[config.mk]
export PLATFORM = sky130hd
export DESIGN_NAME = pc_bank_table_write_ctrl
export DESIGN_NICKNAME = d
export VERILOG_FILES = /design/src/pc_bank_pkg.sv /design/src/pc_bank_table_write_ctrl.sv
export SDC_FILE = /design/constraint.sdc
export NUM_CORES = 1
export LEC_CHECK = 0
export ABC_AREA = 1
export BUFFER_PORTS_ARGS = -buffer_cell sky130_fd_sc_hd__buf_2
export CAP_MARGIN = 20
export CORE_MARGIN = 2
export CORE_UTILIZATION = 45
export CTS_CLUSTER_DIAMETER = 50
export DETAILED_ROUTE_END_ITERATION = 8
export PLACE_DENSITY_LB_ADDON = 0.15
export RECOVER_POWER = 25
export SLEW_MARGIN = 40
export SYNTH_ARGS = -nofsm -noshare
export SYNTH_HDL_FRONTEND = slang
export SYNTH_SLANG_ARGS = --single-unit
[constraint.sdc]
create_clock -name clk -period 3.4 [get_ports clk]
set_input_delay 0.17 -clock clk [delete_from_list [all_inputs] [get_ports clk]]
set_output_delay 0.17 -clock clk [all_outputs]
set_load 0.01 [all_outputs]
[src/pc_bank_pkg.sv]
// constants and types for the program counter, bank select and table write control
// Function
// - sixteen-bit counter increments in first phase
// - low byte mapped; high byte only via latch
// - taken skip executes forced no-operation cycle
// - long call: latch to high, field to low
// - low-byte read copies high byte into latch
// - low-byte write loads high byte from latch
// - read-modify-write jumps within page, latch kept
// - return loads counter from top stack entry
// - call/jump load thirteen bits, refresh latch
// - latch kept on long call, returns, vector
// - bank select: low peripheral, high ram nibble
// - only special addresses 10h-17h peripheral-banked
// - missing bank reads zero, writes discarded
// - two byte transfers, four table instructions
// - external table access only in extended modes
// - internal table write starts halting long write
// - only reset or enabled flagged interrupt ends
// - no programming voltage: plain two-cycle write
// - core source ending write gets flag cleared
// - pending interrupt aborts write, clears core flag
// - peripheral source flag stays set
// - vector after end only if not disabled
package pc_bank_pkg;
    typedef enum logic [3:0] {
        OP_NONE      = 4'h0,
        OP_PCL_READ  = 4'h1,
        OP_PCL_WRITE = 4'h2,
        OP_PCL_RMW   = 4'h3,
        OP_GOTO      = 4'h4,
        OP_CALL      = 4'h5,
        OP_LONG_CALL_INSN     = 4'h6,
        OP_RETURN    = 4'h7,
        OP_SKIP      = 4'h8,
        OP_LOAD_PERIPHERAL_BANK_INSN     = 4'h9,
        OP_LOAD_RAM_BANK_INSN     = 4'hA,
        OP_TBL_WRITE = 4'hB,
        OP_TLAT_WR   = 4'hC,
        OP_TBL_READ  = 4'hD,
        OP_TLAT_RD   = 4'hE,
        OP_VECTOR    = 4'hF
    } op_t;
    typedef enum logic [1:0] {Q1 = 2'h0, Q2 = 2'h1, Q3 = 2'h2, Q4 = 2'h3} phase_t;
    typedef enum logic [1:0] {TW_IDLE = 2'h0, TW_SECOND = 2'h1, TW_LONG = 2'h2} tw_t;
    typedef struct packed {
        op_t         op;
        logic [12:0] field;
        logic [7:0]  data;
        logic [15:0] stackTop;
    } insn_t;
    typedef struct packed {
        logic       valid;
        logic       write;
        logic [7:0] addr;
        logic [7:0] wdata;
    } mem_req_t;
    localparam logic [15:0] PC_RESET       = 16'h0000;
    localparam logic [15:0] INT_VECTOR     = 16'h0020;
    localparam logic [7:0]  SFR_BANK_LO    = 8'h10;
    localparam logic [7:0]  SFR_BANK_HI    = 8'h17;
    localparam logic [7:0]  GPR_BANK_LO    = 8'h20;
    localparam logic [15:0] PERIPH_IMPL    = 16'h00FF;
    localparam logic [15:0] RAM_IMPL       = 16'h000F;
    localparam logic [3:0]  REG_CTRL       = 4'h0;
    localparam logic [3:0]  REG_STATUS     = 4'h4;
    localparam logic [3:0]  REG_PC         = 4'h8;
    localparam int          CTRL_EXT_BIT   = 0;
    localparam int          STAT_LONG_BIT  = 24;
endpackage

[src/pc_bank_table_write_ctrl.sv]
// program counter, bank select and table write sequencer of the core
//
// The placing of the registers and the Avalon-MM slave port were decided locally.
`timescale 1ns/100ps
`default_nettype none
module pc_bank_table_write_ctrl (
    // clock and reset
    input  wire logic                 clk,
    input  wire logic                 reset_n,
    // avalon-mm slave
    input  wire logic [3:0]           avs_address,
    input  wire logic                 avs_read,
    input  wire logic                 avs_write,
    input  wire logic [31:0]          avs_writedata,
    input  wire logic [3:0]           avs_byteenable,
    output logic      [31:0]          avs_readdata,
    output logic                      avs_waitrequest,
    // instruction decoder
    input  wire logic                 insnValid,
    input  wire pc_bank_pkg::insn_t   insn,
    output logic                      insnReady,
    output logic      [15:0]          pc,
    output logic      [7:0]           pcHighLatch,
    output logic      [7:0]           bankSelect,
    output logic      [7:0]           pclRdData,
    output logic                      forcedNop,
    // data memory access
    input  wire pc_bank_pkg::mem_req_t memReq,
    input  wire logic [7:0]           memRdIn,
    output logic      [7:0]           memRdOut,
    output logic                      memWrEn,
    output logic      [3:0]           memBank,
    // interrupt logic: 0 pin, 1 timer zero, 2 timer clock, 3 peripheral
    input  wire logic [3:0]           intFlag,
    input  wire logic [3:0]           intEnable,
    input  wire logic                 globalIntDisable,
    output logic      [2:0]           clearFlag,
    output logic                      vectorTaken,
    // program memory and pins
    input  wire logic                 programVoltagePin,
    output logic                      tableStrobe,
    output logic      [3:0]           tableOp,
    output logic                      progWrite,
    output logic                      progExternal,
    output logic                      longWrite
);
    ////////////////////////////////////////////////////////////////////////////
    function automatic logic [2:0] highestCore(input logic [3:0] pend);
        highestCore = pend[0] ? 3'h1 : pend[1] ? 3'h2 : pend[2] ? 3'h4 : 3'h0;
    endfunction
    function automatic logic bankMissing(input logic [7:0] a, input logic [7:0] b);
        if (a >= pc_bank_pkg::SFR_BANK_LO && a <= pc_bank_pkg::SFR_BANK_HI)
            bankMissing = !pc_bank_pkg::PERIPH_IMPL[b[3:0]];
        else if (a >= pc_bank_pkg::GPR_BANK_LO)
            bankMissing = !pc_bank_pkg::RAM_IMPL[b[7:4]];
        else
            bankMissing = 1'b0;
    endfunction

    logic [15:0]         pc_q, pc_d;
    logic [7:0]          latch_q, latch_d;
    logic [7:0]          bsr_q, bsr_d;
    logic [7:0]          pclRd_q;
    logic                pcLoaded_q, pcLoaded_d;
    logic                nop_q;
    pc_bank_pkg::phase_t phase_q;
    pc_bank_pkg::tw_t    tw_q, tw_d;
    logic                extMode_q;
    logic                vpp1_q, vpp2_q, vpp3_q, vppOk_q;
    logic [2:0]          clr_q, clr_d;
    logic                vec_q;
    logic                tStrobe_q, pWrite_q, pWrite_d, pExt_q;
    logic [3:0]          tOp_q;
    logic [7:0]          memRd_q;
    logic                memWr_q;
    logic [3:0]          memBank_q;
    logic [31:0]         rdData_q;
    logic                wait_q;
    // ready and long-write levels are flopped so the decoder never sees a decode glitch
    logic                ready_q, longWr_q;

    ////////////////////////////////////////////////////////////////////////////
    // decode
    wire        busy       = (tw_q != pc_bank_pkg::TW_IDLE);
    wire        exec       = insnValid && phase_q == pc_bank_pkg::Q4 && !busy;
    wire [3:0]  pending    = intFlag & intEnable;
    wire        anyPending = |pending;
    wire [2:0]  coreClr    = highestCore(pending);
    wire        isTblWr    = exec && insn.op == pc_bank_pkg::OP_TBL_WRITE;
    wire        longEnd    = tw_q == pc_bank_pkg::TW_LONG && anyPending;
    wire        incr       = phase_q == pc_bank_pkg::Q1 && !pcLoaded_q && !busy;
    wire        missing    = bankMissing(memReq.addr, bsr_q);
    wire        busReq     = avs_read || avs_write;
    wire        busDone    = busReq && !wait_q;
    wire [31:0] busRead    = avs_address == pc_bank_pkg::REG_CTRL   ? {31'h0, extMode_q} :
                             avs_address == pc_bank_pkg::REG_STATUS ? {7'h0, busy, bsr_q, 8'h00, latch_q} :
                             avs_address == pc_bank_pkg::REG_PC     ? {16'h0000, pc_q} : 32'h0000_0000;

    ////////////////////////////////////////////////////////////////////////////
    // next-state of counter, latch, bank select and sequencer
    always_comb begin
        pc_d       = pc_q;
        latch_d    = latch_q;
        bsr_d      = bsr_q;
        tw_d       = tw_q;
        clr_d      = 3'h0;
        pWrite_d   = 1'b0;
        pcLoaded_d = pcLoaded_q;
        if (incr) begin
            pc_d       = pc_q + 16'h0001;
        end
        if (phase_q == pc_bank_pkg::Q1) begin
            pcLoaded_d = 1'b0;
        end
        if (exec) begin
            case (insn.op)
                pc_bank_pkg::OP_PCL_READ: begin
                    latch_d = pc_q[15:8];
                end
                pc_bank_pkg::OP_PCL_WRITE, pc_bank_pkg::OP_PCL_RMW: begin
                    pc_d       = {latch_q, insn.data};
                    pcLoaded_d = 1'b1;
                end
                pc_bank_pkg::OP_GOTO, pc_bank_pkg::OP_CALL: begin
                    pc_d       = {pc_q[15:13], insn.field};
                    latch_d    = {pc_q[15:13], insn.field[12:8]};
                    pcLoaded_d = 1'b1;
                end
                pc_bank_pkg::OP_LONG_CALL_INSN: begin
                    pc_d       = {latch_q, insn.field[7:0]};
                    pcLoaded_d = 1'b1;
                end
                pc_bank_pkg::OP_RETURN: begin
                    pc_d       = insn.stackTop;
                    pcLoaded_d = 1'b1;
                end
                pc_bank_pkg::OP_VECTOR: begin
                    pc_d       = pc_bank_pkg::INT_VECTOR;
                    pcLoaded_d = 1'b1;
                end
                pc_bank_pkg::OP_LOAD_PERIPHERAL_BANK_INSN: begin
                    bsr_d[3:0] = insn.data[3:0];
                end
                pc_bank_pkg::OP_LOAD_RAM_BANK_INSN: begin
                    bsr_d[7:4] = insn.data[7:4];
                end
                pc_bank_pkg::OP_TBL_WRITE: begin
                    if (anyPending) begin
                        clr_d = coreClr;
                    end else if (extMode_q || !vppOk_q) begin
                        tw_d = pc_bank_pkg::TW_SECOND;
                    end else begin
                        tw_d = pc_bank_pkg::TW_LONG;
                    end
                end
                default: begin
                end
            endcase
        end
        case (tw_q)
            pc_bank_pkg::TW_SECOND: begin
                if (phase_q == pc_bank_pkg::Q4) begin
                    tw_d     = pc_bank_pkg::TW_IDLE;
                    // without programming voltage the internal array is left alone
                    pWrite_d = extMode_q;
                end
            end
            pc_bank_pkg::TW_LONG: begin
                if (longEnd) begin
                    tw_d  = pc_bank_pkg::TW_IDLE;
                    clr_d = coreClr;
                    if (!globalIntDisable) begin
                        pc_d       = pc_bank_pkg::INT_VECTOR;
                        pcLoaded_d = 1'b1;
                    end
                end
            end
            default: begin
            end
        endcase
    end

    ////////////////////////////////////////////////////////////////////////////
    // core state
    always_ff @(posedge clk or negedge reset_n) begin
        if (!reset_n) begin
            pc_q       <= pc_bank_pkg::PC_RESET;
            latch_q    <= 8'h00;
            bsr_q      <= 8'h00;
            tw_q       <= pc_bank_pkg::TW_IDLE;
            pcLoaded_q <= 1'b0;
            phase_q    <= pc_bank_pkg::Q1;
            clr_q      <= 3'h0;
            vec_q      <= 1'b0;
            pWrite_q   <= 1'b0;
            ready_q    <= 1'b1;
            longWr_q   <= 1'b0;
        end else begin
            pc_q       <= pc_d;
            latch_q    <= latch_d;
            bsr_q      <= bsr_d;
            tw_q       <= tw_d;
            pcLoaded_q <= pcLoaded_d;
            phase_q    <= pc_bank_pkg::phase_t'(phase_q + 2'h1);
            clr_q      <= clr_d;
            vec_q      <= longEnd && !globalIntDisable;
            pWrite_q   <= pWrite_d || (isTblWr && tw_d == pc_bank_pkg::TW_LONG);
            ready_q    <= tw_d == pc_bank_pkg::TW_IDLE;
            longWr_q   <= tw_d == pc_bank_pkg::TW_LONG;
        end
    end

    // strobes to the outside world
    always_ff @(posedge clk or negedge reset_n) begin
        if (!reset_n) begin
            pclRd_q   <= 8'h00;
            nop_q     <= 1'b0;
            tStrobe_q <= 1'b0;
            tOp_q     <= 4'h0;
            pExt_q    <= 1'b0;
        end else begin
            pclRd_q   <= (exec && insn.op == pc_bank_pkg::OP_PCL_READ) ? pc_q[7:0] : pclRd_q;
            nop_q     <= exec && (insn.op == pc_bank_pkg::OP_SKIP || (isTblWr && anyPending));
            tStrobe_q <= exec && insn.op inside {pc_bank_pkg::OP_TBL_WRITE, pc_bank_pkg::OP_TLAT_WR,
                                                 pc_bank_pkg::OP_TBL_READ, pc_bank_pkg::OP_TLAT_RD};
            tOp_q     <= exec ? insn.op : tOp_q;
            pExt_q    <= extMode_q;
        end
    end

    // banked data memory path; arithmetic flags stay with the alu
    always_ff @(posedge clk or negedge reset_n) begin
        if (!reset_n) begin
            memRd_q   <= 8'h00;
            memWr_q   <= 1'b0;
            memBank_q <= 4'h0;
        end else begin
            memRd_q   <= missing ? 8'h00 : memRdIn;
            memWr_q   <= memReq.valid && memReq.write && !missing;
            memBank_q <= (memReq.addr <= pc_bank_pkg::SFR_BANK_HI) ? bsr_q[3:0] : bsr_q[7:4];
        end
    end

    ////////////////////////////////////////////////////////////////////////////
    // programming voltage pin: three stages, change accepted when last two agree
    always_ff @(posedge clk or negedge reset_n) begin
        if (!reset_n) begin
            vpp1_q  <= 1'b0;
            vpp2_q  <= 1'b0;
            vpp3_q  <= 1'b0;
            vppOk_q <= 1'b0;
        end else begin
            vpp1_q  <= programVoltagePin;
            vpp2_q  <= vpp1_q;
            vpp3_q  <= vpp2_q;
            vppOk_q <= (vpp2_q == vpp3_q) ? vpp3_q : vppOk_q;
        end
    end

    ////////////////////////////////////////////////////////////////////////////
    // avalon slave: one wait cycle, then answer; write lands on the answering edge
    always_ff @(posedge clk or negedge reset_n) begin
        if (!reset_n) begin
            wait_q    <= 1'b1;
            rdData_q  <= 32'h0000_0000;
            extMode_q <= 1'b0;
        end else begin
            wait_q    <= !(busReq && wait_q);
            rdData_q  <= (avs_read && wait_q) ? busRead : rdData_q;
            if (busDone && avs_write && avs_address == pc_bank_pkg::REG_CTRL && avs_byteenable[0]) begin
                extMode_q <= avs_writedata[pc_bank_pkg::CTRL_EXT_BIT];
            end
        end
    end

    ////////////////////////////////////////////////////////////////////////////
    assign avs_readdata    = rdData_q;
    assign avs_waitrequest = wait_q;
    assign insnReady       = ready_q;
    assign pc              = pc_q;
    assign pcHighLatch     = latch_q;
    assign bankSelect      = bsr_q;
    assign pclRdData       = pclRd_q;
    assign forcedNop       = nop_q;
    assign memRdOut        = memRd_q;
    assign memWrEn         = memWr_q;
    assign memBank         = memBank_q;
    assign clearFlag       = clr_q;
    assign vectorTaken     = vec_q;
    assign tableStrobe     = tStrobe_q;
    assign tableOp         = tOp_q;
    assign progWrite       = pWrite_q;
    assign progExternal    = pExt_q;
    assign longWrite       = longWr_q;
endmodule
`default_nettype wire

* After elaboration in Yosys (flattened, before gate mapping)
Memories as Yosys holds them, arrays and structs flattened. Index checks and enable logic that the tools add are counted.
Storage, ports and cells: register bits 110, bits in read-only memories 32, bits of input ports 122, output and inout port bits 100, memories kept 2
Operators by class: add/sub/neg operators 2, magnitude comparators 5, equal/unequal tests 22, muxes and demuxes 39, bitwise operators 1, reduce and logical (&&, ||, !) cells 47
Memories:
- (name not given) | words 16, bits a word 1, rd ports 1, clocked after Yosys merged registers in 0, write ports 0, line pc_bank_table_write_ctrl.sv:55 | bankMissing = !pc_bank_pkg::RAM_IMPL[b[7:4]];
- (name not given) | words 16, bits a word 1, rd ports 1, clocked after Yosys merged registers in 0, write ports 0, line pc_bank_table_write_ctrl.sv:53 | bankMissing = !pc_bank_pkg::PERIPH_IMPL[b[3:0]];
Operators with widths (number):
- $mux W16 | 6
- $pmux W16 S5 | 1
- $mux W25 | 2
- $eq A4 B4 Y1 const B | 9
- $mux W3 | 8
- $logic_and A1 B1 Y1 | 21
- $eq A4 B3 Y1 const B | 5
- $add A16 B1 Y16 const B | 1
- $pmux W8 S2 | 1
- $mux W1 | 12
- $mux W2 | 6
- $lt A4 B5 Y1 const B | 2
- $logic_not A1 Y1 | 9
- $eq A4 B2 Y1 const B | 2
- $ge A8 B5 Y1 const B | 1
- $ge A8 B6 Y1 const B | 1
- $le A8 B5 Y1 const B | 1
- $mux W8 | 1
- $reduce_or A7 Y1 | 1
- $eq A2 B2 Y1 const B | 3
- $reduce_and A2 Y1 | 3
- $and A4 B4 Y4 | 1
- $eq A4 B1 Y1 const B | 1
- $logic_not A2 Y1 | 2
- 11 further kinds | 16

* Depth between registers and ports, before layout
depth in word-level cells 11, depth in mapped cells 11

* Least setup slack after synthesis
Ideal clock, no wire load.
kind register to register, start point reg tw_q[0], end point reg pc_q[15] (netlist: pc[15]), library setup time 0.113 ns, data arrival time 1.453 ns, path slack 1.834 ns, stages on the path, launching flop included 12, buffers on the path 0, path through dfrtp_1 inv_1 ha_1 nand2_1 nor2_4 nand3_2 nor2_4 nand3_1 nand2_1 nand3_1 nand2_1 inv_1
On the way: word-level cells in the longest chain between the ends 9, elaborated cells between the ends (all ways) 12
Ends and longest elaborated chain:
- start, declared | line pc_bank_table_write_ctrl.sv:67 | pc_bank_pkg::tw_t tw_q, tw_d;
- start signal, assigned | line pc_bank_table_write_ctrl.sv:190 | tw_q <= pc_bank_pkg::TW_IDLE;
- start signal, assigned | line pc_bank_table_write_ctrl.sv:202 | tw_q <= tw_d;
- $reduce_bool A2 Y1 | line pc_bank_table_write_ctrl.sv:84 | wire busy = (tw_q != pc_bank_pkg::TW_IDLE);
- $logic_not A1 Y1 | line pc_bank_table_write_ctrl.sv:85, pc_bank_table_write_ctrl.sv:91
- $logic_and A1 B1 Y1 | line pc_bank_table_write_ctrl.sv:91 | wire incr = phase_q == pc_bank_pkg::Q1 && !pcLoaded_q && !busy;
- $mux W16 | line pc_bank_table_write_ctrl.sv:109 | if (incr) begin
- $pmux W16 S5 | line pc_bank_table_write_ctrl.sv:116 | case (insn.op)
- $mux W16 | line pc_bank_table_write_ctrl.sv:115 | if (exec) begin
- $mux W16 | line pc_bank_table_write_ctrl.sv:172 | if (!globalIntDisable) begin
- $mux W16 | line pc_bank_table_write_ctrl.sv:169 | if (longEnd) begin
- $mux W16 (*) | line pc_bank_table_write_ctrl.sv:160 | case (tw_q)
- named net pc_d[15] | line pc_bank_table_write_ctrl.sv:60 | logic [15:0] pc_q, pc_d;
- end signal, assigned | line pc_bank_table_write_ctrl.sv:187 | pc_q <= pc_bank_pkg::PC_RESET;
- end signal, assigned | line pc_bank_table_write_ctrl.sv:199 | pc_q <= pc_d;
- end, declared | line pc_bank_table_write_ctrl.sv:60
Mark *: on every way through the listed nets, which the timed path passes. The rest lies on a longest branch. A chain may end at the register's enable or synchronous reset.

* Worst setup path after layout
start point reg tw_q[1], end point reg latch_q[5] (netlist: pcHighLatch[5])
On the way: word-level cells in the longest chain between the ends 4
Ends and longest elaborated chain:
- $reduce_bool A2 Y1 | line pc_bank_table_write_ctrl.sv:84
- $logic_not A1 Y1 | line pc_bank_table_write_ctrl.sv:85 | wire exec = insnValid && phase_q == pc_bank_pkg::Q4 && !busy;
- $logic_and A1 B1 Y1 | line pc_bank_table_write_ctrl.sv:85
- $reduce_and A2 Y1 (no source line)
- end signal, assigned | line pc_bank_table_write_ctrl.sv:200 | latch_q <= latch_d;
- end, declared | line pc_bank_table_write_ctrl.sv:61 | logic [7:0] latch_q, latch_d;
Every way passes these cells.

==> flow_metrics.py <==
metrics = {
    "route": {
        "drc": 0,
        "viasPerCell": 5.02,
        "drtIter0Drc": 338,
        "vias": 4621,
        "first_pass_iters": 4,
        "wire_per_inst_um": 15.3,
        "ant_nets": 0,
        "drt-total-wl_um": 14100,
    },
    "sta": {
        "fin_crit_sh": 0.703,
        "hold_violations": 0,
        "worstMarginPinSlew_ns": 1.50,
        "fin_crit_ns": 2.39,
        "final.setup_skew_ns": 0.00849,
        "fin_ws_ns": 1.01,
        "drv_slew": 25,
        "slew_headroom": -0.000389,
        "holdWs_ns": 0.0252,
        "setup-tns-final_ns": 0,
        "max_freq_ghz": 0.418,
        "finalSetupViolCount": 0,
        "rsz0062_at_grt": "no",
    },
    "cts": {
        "cts_setup_buffers": 0,
        "numCtsBuffers": 9,
        "ctsHoldBuffers": 14,
        "clk_path_buf_depth": 2,
        "path_clk_slew_ns": 0.10,
        "htree_levels": 3,
        "tritoncts": "yes",
        "clk_latency_ns": 0.37,
        "ctsResizeCount": 0,
        "root_buffer": "clkbuf_8",
        "clock-sinks": 103,
    },
    "job": {
        "max_cap_violations": 1,
    },
    "power": {
        "powerDensity_nw_per_um2": 526,
        "finalPower_mw": 3.25,
        "leakage_nw": 3.36,
        "peakVddDrop_uv": 262,
    },
    "final_layout": {
        "final_util": 0.574,
        "mostFrequentLayoutCell": "nand2_1",
        "antenna_cells": 0,
        "layout_common_cells": "nand2_1 (169), buf_2 (164), dfrtp_1 (101)",
        "final_nets": 903,
        "drive_gt1_frac": 0.268,
        "syn2layout_area_growth_pct": 25.3,
    },
    "setup_path": {
        "reg2reg_from": "tw_q[1]",
        "crit_slowest_cell": "dfrtp_1",
        "cp.buffers_inverters": 2,
        "cp-end-kind": "flop",
        "reg2reg_depth": 8,
        "crit_path_start_kind": "flop",
        "critPathLaunch": "tw_q[1]",
        "crit_path_cell_trace": "inv_1 -> ha_1 -> nand3_1 -> inv_2 -> nand4_2 -> nand2_2 -> nand2_1 -> o21ai_0",
        "ff2ff_setup_slack_ns": 1.01,
        "critPathArrivalTime_ns": 2.68,
        "cp.required_ns": 3.69,
        "path_delay_family": "simple AND/OR/NAND/NOR gates",
        "cpPeakStageDelay_ns": 0.41,
        "cp_num_cells": 8,
        "cp-endpoint": "pcHighLatch[5]",
        "cp_max_fo": 17,
        "setup.worst_path.class": "flop to flop",
        "r2r_end": "pcHighLatch[5]",
    },
    "floorplan": {
        "num_io_pins": 222,
        "fp-row-count": 38,
        "die_y_um": 109,
        "coreArea_um2": 10700,
        "initial_utilization": 0.458,
        "die_w_um": 109,
        "dieArea_um2": 11800,
    },
    "placement": {
        "gp_congestion": 0.892,
        "hpwl_um": 10400,
        "numPortBuffers": 169,
        "post-place-ws_ns": 1.01,
    },
    "synth": {
        "synth_top_area_share": 0.513,
        "ys_ff_latch": 103,
        "synth-edff-count": 0,
        "synth_warnings": 0,
        "avgSynthCellArea_um2": 8.31,
        "ys.flop_type": "dfrtp_1",
        "synth_top_area_cell": "dfrtp_1",
        "async_reset_ff_frac": 1.00,
        "synth.cell_area_um2": 4930,
        "synth.area.top_cells": "dfrtp_1 (51%), nand2_1 (13%), o21ai_0 (5.7%)",
        "synthCells": 593,
        "synth.distinct_cells": 32,
        "synth_seq_area_share": 0.524,
    },
    "grt": {
        "antenna_found_initial": 0,
        "grt.met2_usage": 0.409,
        "grt_usage": 0.245,
        "met3_usage": 0.0412,
        "grt_busiest_layer": "met2",
        "grt_remaining_overflow": 0,
        "grt_pass1_vias": 4503,
        "met1_usage": 0.318,
        "grt_start_max_net_pins": 61,
        "grt_first_pass_wirelength_um": 22200,
    },
    "status": {
        "status": "complete, but fails checks",
        "violations": "capacitance limit, slew limit",
    },
    "worst_hold_path": {
        "min_path_type": "primary input to flop",
    },
}
-- where the power goes --
part | switching [mW] | internal, mW
Sequential | 0.187 | 1.42
Clock | 0.425 | 0.286
Combinational | 0.589 | 0.342
-- worst register-to-register path: stages, from the launching register on --
cell and delay, ns:
dfrtp_1 0.41, inv_1 0.10, ha_1 0.22, nand3_1 0.34, inv_2 0.24, nand4_2 0.39
nand2_2 0.41, nand2_1 0.10, o21ai_0 0.10
-- cell families (layout without fill, tap and decap cells) --
kind of cell / after synthesis / after routing / share of synthesized area
compound gates: 109 / 109 / 0.123
flops: 103 / 103 / 0.524
fa+ha+maj: 7 / 7 / 0.0173
simple gates: 269 / 269 / 0.237
other cells: 1 / 7 / 0.000761
mux: 2 / 2 / 0.00457
buf+inv: 97 / 278 / 0.0843
xor+xnor: 5 / 5 / 0.00889
-- registers in the layout, indices dropped and copies added (netlist names), 3 cells and up --
register,cells
pcHighLatch,8
pclRdData,8
memRdOut,8
clearFlag,3
pc,16
memBank,4
avs_readdata,25
tableOp,4
bankSelect,8
-- worst min path at each step --
stage                           end  cells after the start  slack [ns]               from
global route            vectorTaken                      2        0.03   globalIntDisable
detailed placement          memWrEn                      1        0.29            reset_n
CTS                     vectorTaken                      2        0.01   globalIntDisable
global placement             vpp1_q                      1        0.28  programVoltagePin
floorplan           avs_readdata[0]                      0       -0.13            reset_n
finish                  vectorTaken                      2        0.03   globalIntDisable
-- metrics by stage --
| stage | area, um^2 | std cells |
|---|---|---|
| 3_3_place_gp | 5860 | 890 |
| 6_report | 6170 | 920 |
| 4_1_cts | 6180 | 920 |
| 3_5_place_dp | 5860 | 890 |
| 5_1_grt | 6170 | 920 |
| 2_1_floorplan | 4950 | 599 |
-- synthesized netlist by cell type (6+ instances only) --
master and instances:
nand2_1 169, dfrtp_1 101, inv_1 71, o21ai_0 56, nor2_1 40, nand3_1 24
a21oi_1 22, o31ai_1 12, buf_4 11, nand4_1 9, nor3_1 8, o22ai_1 8
clkbuf_1 7, o211ai_1 7, ha_1 6
-- layer usage --
layer,routed length (um),vias up
met1,5840,2177
met2,6960,164
met4,268,0
met5,0,-
met3,993,24
li1,-,2256
-- cell type report --
class                      instances  area [um^2]
multi-input combinational        399         1950
fill                            1039         4570
clock inverter                     5         33.8
clock buffer                      11          141
tap                              140          175
sequential                       103         2580
timing repair buffer             186         1000
inverter                          76          285
Note: power is estimated with default switching activity, not from simulation.
